`src/rtl/adcsp_params.svh`:
```
/*
  Timing and coding constants for the start/status/result port of the converter.
  Assumes a 200 MHz ref_clk; included by the core module.
*/
`ifndef ADCSP_PARAMS_SVH
`define ADCSP_PARAMS_SVH

`define ADCSP_CLK_PERIOD_PS 5000
`define ADCSP_CONV_TIME_NS 300
`define ADCSP_CONV_CYCLES ((`ADCSP_CONV_TIME_NS * 1000) / `ADCSP_CLK_PERIOD_PS)
`define ADCSP_RES_BITS 14
`define ADCSP_CODE_ZERO 14'h0000
`define ADCSP_CODE_MID 14'h2000
`define ADCSP_CODE_FULL 14'h3fff
`define ADCSP_RAW_MIN 15'sh6000
`define ADCSP_RAW_MAX 15'sh1fff

`endif

```
`src/rtl/adcsp_pkg.sv`:
```
/*
  Types for the converter digital port.
  Assumes adcsp_params.svh is on the include path.
*/
package adcsp_pkg;
  typedef enum logic [1:0] {
    ADCSP_IDLE = 2'b01,
    ADCSP_CONV = 2'b10
  } adcsp_state_t;
endpackage

```
`src/rtl/adcsp_core.sv`:
```
/*
  Digital side of a 14-bit sampling converter: start edge detect, conversion timer,
  in-progress status and offset binary result register.
  Assumes the analog front end delivers a signed two's complement sample in LSB steps,
  already rounded so that code edges fall half a step from each code centre.
  Assumes start_conv comes straight from a pin and may change at any time against ref_clk;
  it passes three flip-flops, which adds three cycles of latency to every start.
  Assumes analog_sample is settled at the clock edge that takes the start edge;
  the sample is frozen there, so later movement of the input does not reach the result.
  A start pulse shorter than two ref_clk periods may be missed, and start must stay
  low for two periods before a new rising edge counts.
*/
`timescale 1ns/1ps
`default_nettype none
`include "adcsp_params.svh"

module adcsp_core
  import adcsp_pkg::*;
#(
  parameter int CONV_CYCLES = `ADCSP_CONV_CYCLES
) (
  input wire logic ref_clk,
  input wire logic rstn,
  input wire logic start_conv,
  input wire logic signed [14:0] analog_sample,
  output logic conv_busy,
  output logic conv_invalid,
  output logic [13:0] result
);

  localparam int CW = $clog2(CONV_CYCLES + 1);

  // Clip bounds of the front-end sample and the timer load value.
  localparam logic signed [14:0] RAW_LO = `ADCSP_RAW_MIN;
  localparam logic signed [14:0] RAW_HI = `ADCSP_RAW_MAX;
  localparam logic [CW-1:0] CNT_LOAD = CW'(CONV_CYCLES - 1);

  // Start pin synchroniser.
  logic [2:0] start_sync_q;
  logic [2:0] start_sync_d;
  logic start_lvl_q;
  logic start_lvl_d;
  logic start_edge;

  // Conversion sequencer.
  adcsp_state_t state_q;
  adcsp_state_t state_d;
  logic [CW-1:0] cnt_q;
  logic [CW-1:0] cnt_d;
  logic signed [14:0] sample_q;
  logic signed [14:0] sample_d;
  logic dirty_q;
  logic dirty_d;
  logic cnt_done;
  logic finish;

  // Result register.
  logic signed [14:0] clipped;
  logic [13:0] code;
  logic [13:0] result_q;
  logic [13:0] result_d;
  logic invalid_q;
  logic invalid_d;

  // Start is a pin; a level change counts only once stages two and three agree,
  // so a single metastable or glitching sample never makes an edge on its own.
  always_comb begin
    start_sync_d = {start_sync_q[1:0], start_conv};
    start_lvl_d = start_lvl_q;
    if (start_sync_q[1] == start_sync_q[2]) begin
      start_lvl_d = start_sync_q[2];
    end
  end

  always_ff @(posedge ref_clk or negedge rstn) begin
    if (!rstn) begin
      start_sync_q <= 3'h0;
      start_lvl_q <= 1'b0;
    end else begin
      start_sync_q <= start_sync_d;
      start_lvl_q <= start_lvl_d;
    end
  end

  // The level resets low, the idle level of the pin, so no false edge follows reset.
  // A pulse held high for two periods or longer makes exactly one edge.
  assign start_edge = start_lvl_d & ~start_lvl_q;

  // A fresh start edge beats completion in the same cycle, so an interrupted
  // conversion never reaches the outputs.
  assign cnt_done = (cnt_q == '0);
  assign finish = (state_q == ADCSP_CONV) && !start_edge && cnt_done;

  always_comb begin
    state_d = state_q;
    cnt_d = cnt_q;
    sample_d = sample_q;
    dirty_d = dirty_q;
    unique case (state_q)
      ADCSP_IDLE: begin
        if (start_edge) begin
          // The start edge is the sampling instant.
          sample_d = analog_sample;
          cnt_d = CNT_LOAD;
          dirty_d = 1'b0;
          state_d = ADCSP_CONV;
        end
      end
      ADCSP_CONV: begin
        if (start_edge) begin
          // Restart from the new sample; the flag marks this result as untrustworthy.
          sample_d = analog_sample;
          cnt_d = CNT_LOAD;
          dirty_d = 1'b1;
        end else if (cnt_done) begin
          state_d = ADCSP_IDLE;
        end else begin
          cnt_d = cnt_q - CW'(1);
        end
      end
      default: begin
        // Two state bits allow codes the encoding never uses; an upset lands here
        // and returns to idle rather than hanging with status in an unknown state.
        state_d = ADCSP_IDLE;
        cnt_d = '0;
      end
    endcase
  end

  always_ff @(posedge ref_clk or negedge rstn) begin
    if (!rstn) begin
      state_q <= ADCSP_IDLE;
      cnt_q <= '0;
      sample_q <= 15'h0000;
      dirty_q <= 1'b0;
    end else begin
      state_q <= state_d;
      cnt_q <= cnt_d;
      sample_q <= sample_d;
      dirty_q <= dirty_d;
    end
  end

  // Samples beyond either full scale saturate at the end codes instead of wrapping
  // around to the opposite end of the range.
  always_comb begin
    clipped = sample_q;
    if (sample_q > RAW_HI) begin
      clipped = RAW_HI;
    end else if (sample_q < RAW_LO) begin
      clipped = RAW_LO;
    end
  end

  // Offset binary: the clipped sample fits 14 bits of two's complement, so only
  // the sign bit is inverted and every lower bit passes straight through.
  for (genvar b = 0; b < 14; b++) begin : g_code
    if (b == 13) begin : g_msb
      assign code[b] = ~clipped[b];
    end else begin : g_low
      assign code[b] = clipped[b];
    end
  end

  // Result and flag change together, only at completion, and then stand.
  always_comb begin
    result_d = result_q;
    invalid_d = invalid_q;
    if (finish) begin
      result_d = code;
      invalid_d = dirty_q;
    end
  end

  always_ff @(posedge ref_clk or negedge rstn) begin
    if (!rstn) begin
      result_q <= `ADCSP_CODE_ZERO;
      invalid_q <= 1'b0;
    end else begin
      result_q <= result_d;
      invalid_q <= invalid_d;
    end
  end

  // Status comes straight from the state register, so it falls in the same edge
  // that loads the result and the controller may latch data on its falling edge.
  assign conv_busy = (state_q == ADCSP_CONV);
  assign conv_invalid = invalid_q;
  assign result = result_q;

endmodule
`default_nettype wire

```
`config.mk`:
```
export PLATFORM = sky130hd
export DESIGN_NAME = adcsp_core
export DESIGN_NICKNAME = d
export VERILOG_FILES = /design/src/rtl/adcsp_pkg.sv /design/src/rtl/adcsp_core.sv
export VERILOG_INCLUDE_DIRS = /design/src /design/src/rtl
export SDC_FILE = /design/constraint.sdc
export NUM_CORES = 1
export LEC_CHECK = 0
export ABC_CLOCK_PERIOD_IN_PS = 3600
export BUFFER_PORTS_ARGS = -buffer_cell sky130_fd_sc_hd__buf_4
export CAP_MARGIN = 20
export CELL_PAD_IN_SITES_DETAIL_PLACEMENT = 1
export CELL_PAD_IN_SITES_GLOBAL_PLACEMENT = 1
export CORE_AREA = 2 2 76 78
export DETAILED_ROUTE_END_ITERATION = 8
export DIE_AREA = 0 0 78 80
export MAX_ROUTING_LAYER = met4
export PLACE_DENSITY = 0.7
export SYNTH_ARGS = -nofsm -noshare
export SYNTH_HDL_FRONTEND = slang
export SYNTH_SLANG_ARGS = --single-unit
```
`constraint.sdc`:
```
create_clock -name ref_clk -period 3.6 [get_ports ref_clk]
set_input_delay 0.36 -clock ref_clk [delete_from_list [all_inputs] [get_ports ref_clk]]
set_output_delay 0.36 -clock ref_clk [all_outputs]
set_load 0.02 [all_outputs]
```
==> flow_metrics.env <==
export IMPL_gp_congestion=0.7935
export IMPL_rows=27
export IMPL_setup_viol=0
export IMPL_drv_cap=0
export IMPL_grt_ovfl_total=0
export IMPL_cts_setup_buffers=0
export IMPL_hold_path_class="in -> async"
export IMPL_dp_slack_ps=1296
export IMPL_grt_start_max_net_pins=44
export IMPL_num_vias=1514
export IMPL_crit_path_max_fanout=30
export IMPL_cpLargestDelayFamily="simple AND/OR/NAND/NOR gates"
export IMPL_yosysWarningCount=0
export IMPL_cts_tree="done"
export IMPL_syn_nets=225
export IMPL_wl_mm=4.309
export IMPL_critPathArrivalTime_ps=2430
export IMPL_hold_viol=0
export IMPL_post_route_util_pct=45.86
export IMPL_p_leak_nw=1.157
export IMPL_tns_ps=0
export IMPL_post_route_min_period_ps=2263
export IMPL_ctsResizeCount=0
export IMPL_synth_largest_area_cell="dfrtp_1"
export IMPL_dieArea_um2=6240
export IMPL_crit_path_top_delay_cell="nand4_2"
export IMPL_antenna_found_initial=0
export IMPL_path_class="reg -> reg"
export IMPL_synth_top_cell_area_share_pct=50.12
export IMPL_slew_limit_headroom_pct=37.61
export IMPL_htree_levels=2
export IMPL_final_period_utilization_pct=62.85
export IMPL_outcome="finished, final reports clean"
export IMPL_clockBufferDepth=2
export IMPL_final_layout_size_suffix_gt1_share_pct=31.76
export IMPL_core_area_um2=5405
export IMPL_io_buffer_count=33
export IMPL_first_pass_iters=4
export IMPL_crit_buf_inv=0
export IMPL_ys_top_cells_by_area="dfrtp_1, nand2_1, o21ai_2, mux2_2, o21ai_0"
export IMPL_clock_latency_ps=300
export IMPL_avgSynthCellArea_um2=10.33
export IMPL_drcViolationCount=0
export IMPL_ioPinCount=34
export IMPL_cts_root_buf="clkbuf_8"
export IMPL_die_h_um=80
export IMPL_crit_required_ps=3770
export IMPL_rsz0062_at_grt="no"
export IMPL_cts_hold_buf=0
export IMPL_wl_per_cell_um=14.13
export IMPL_avgViaCountPerCell=4.964
export IMPL_drt_iter0_drc=53
export IMPL_path_clk_slew_ps=90
export IMPL_postRouteAntennaNets=0
export IMPL_grt_pass1_wl_mm=7.638
export IMPL_grt_usage_pct=16.18
export IMPL_seq_area_frac_synth_pct=51.37
export IMPL_syn_area_um2=2097
export IMPL_cts_buffers=5
export IMPL_whs_ps=43.31
export IMPL_synth_seq_cells=43
export IMPL_final_common_cell="nand2_1"
export IMPL_power_density_nw_per_um2=834.1
export IMPL_layout_nets=254
export IMPL_antenna_cells=0
export IMPL_cts_num_sinks=43
export IMPL_dpl_hpwl_mm=2.982
export IMPL_irDropWorstVdd_uv=399.6
export IMPL_area_delta_synth_final_pct=18.20
export IMPL_max_freq_ghz=0.4420
export IMPL_syn_inst=203
export IMPL_worst_setup_path_end_kind="flop"
export IMPL_path_cells="nor4_4 > nand4_2 > nand2_1 > o21ai_2"
export IMPL_grt_pass1_vias=1537
export IMPL_worst_pin_slew_ps=933.7
export IMPL_cp_slowest_stage_delay_ps=780
export IMPL_synth_distinct_cells=38
export IMPL_fp_dieW_um=78
export IMPL_slew_violations=0
export IMPL_start_kind="flop"
export IMPL_initial_core_util_pct=38.80
export IMPL_fin_ws_ps=1337
export IMPL_worst_clock_skew_ps=10.80
export IMPL_fillers=636
export IMPL_most_common_layout_cells="nand2_1, dfrtp_1, buf_4, o21ai_0, o21ai_2"
## worst register-to-register path, cell delays in order, from the launching register on
cell	delay [ps]
dfrtp_1	450
nor4_4	440
nand4_2	780
nand2_1	370
o21ai_2	80
## cell usage after synthesis (all sizes together)
library cell	instances
o211ai	2
nand4	3
a31o	1
o21ai	35
nand2	47
maj3	1
a22o	1
and2b	1
nand3	4
nor3	1
or3	2
a211oi	1
nor2b	1
nor2	10
ha	4
dfrtp	42
and3b	1
o221ai	1
buf	5
dfstp	1
o22ai	1
nor4	1
inv	5
o21bai	3
nand3b	1
a32o	1
a21oi	5
mux2	15
clkbuf	6
and4b	1
## logic make-up (layout without fill, tap and decap cells)
kind of cell	count (synthesis)	in the layout	synth area share (%)
AND/OR/NAND/NOR	73	73	17.12
AO/OA/AOI/OAI	51	51	16.41
flip-flops	43	43	51.37
buffers and inverters	16	46	4.176
multiplexers	15	15	8.055
adder cells (fa/ha/maj)	5	5	2.864
## power by group
group / internal [mW] / switching (mW)
sequential: 0.669 / 0.189
combinational: 0.367 / 0.457
clock: 0.207 / 0.179
total: 1.24 / 0.825
## metal layers
layer  vias up  GRT usage [%]  wire, um
met3         5          3.394       147
met4         0          6.316        70
met1       720          20.85      2109
met5         -              -         0
li1        763              -         -
met2        26          25.17      1981
## sequential cells by signal, summed over array words and instances, names as in the netlist
signal and count:
cnt_q 6, conv_invalid 1, dirty_q 1, result 14, sample_q 15, start_lvl_q 1
start_sync_q 3, state_q 2
## stage by stage
stage                     area, um^2  power [mW]  std cells
after global placement          2366       1.669        297
final                           2479       2.067        305
after global routing            2479       2.238        305
after detailed placement        2366       1.707        297
after floorplan                 2097       1.436        203
after CTS                       2479       2.104        305
## final timing paths
| check | startpoint | endpoint | slack [ps] | depth (start not counted) |
|---|---|---|---|---|
| worst max-delay path | cnt_q[2] | result[5] | 1340 | 4 |
| worst min register to register | start_sync_q[0] | start_sync_q[1] | 350 | 0 |
| worst max register to register | cnt_q[2] | result[5] | 1340 | 4 |
| min in group ref_clk | start_conv | start_sync_q[0] | 170 | 1 |
| worst min-delay path | rstn | sample_q[8] | 40 | 1 |
| max in group asynchronous | rstn | state_q[0] | 3170 | 1 |
## layout make-up
cell class	instances	area, um^2	area share (%)
multi-input combinational	144	932.1	37.61
inverter	5	18.77	0.7572
clock buffer	5	68.82	2.776
clock inverter	3	43.79	1.767
tap	72	90.09	3.635
sequential	43	1077	43.46
timing repair buffer	33	247.7	9.995
(Power assumes the default switching activity.)
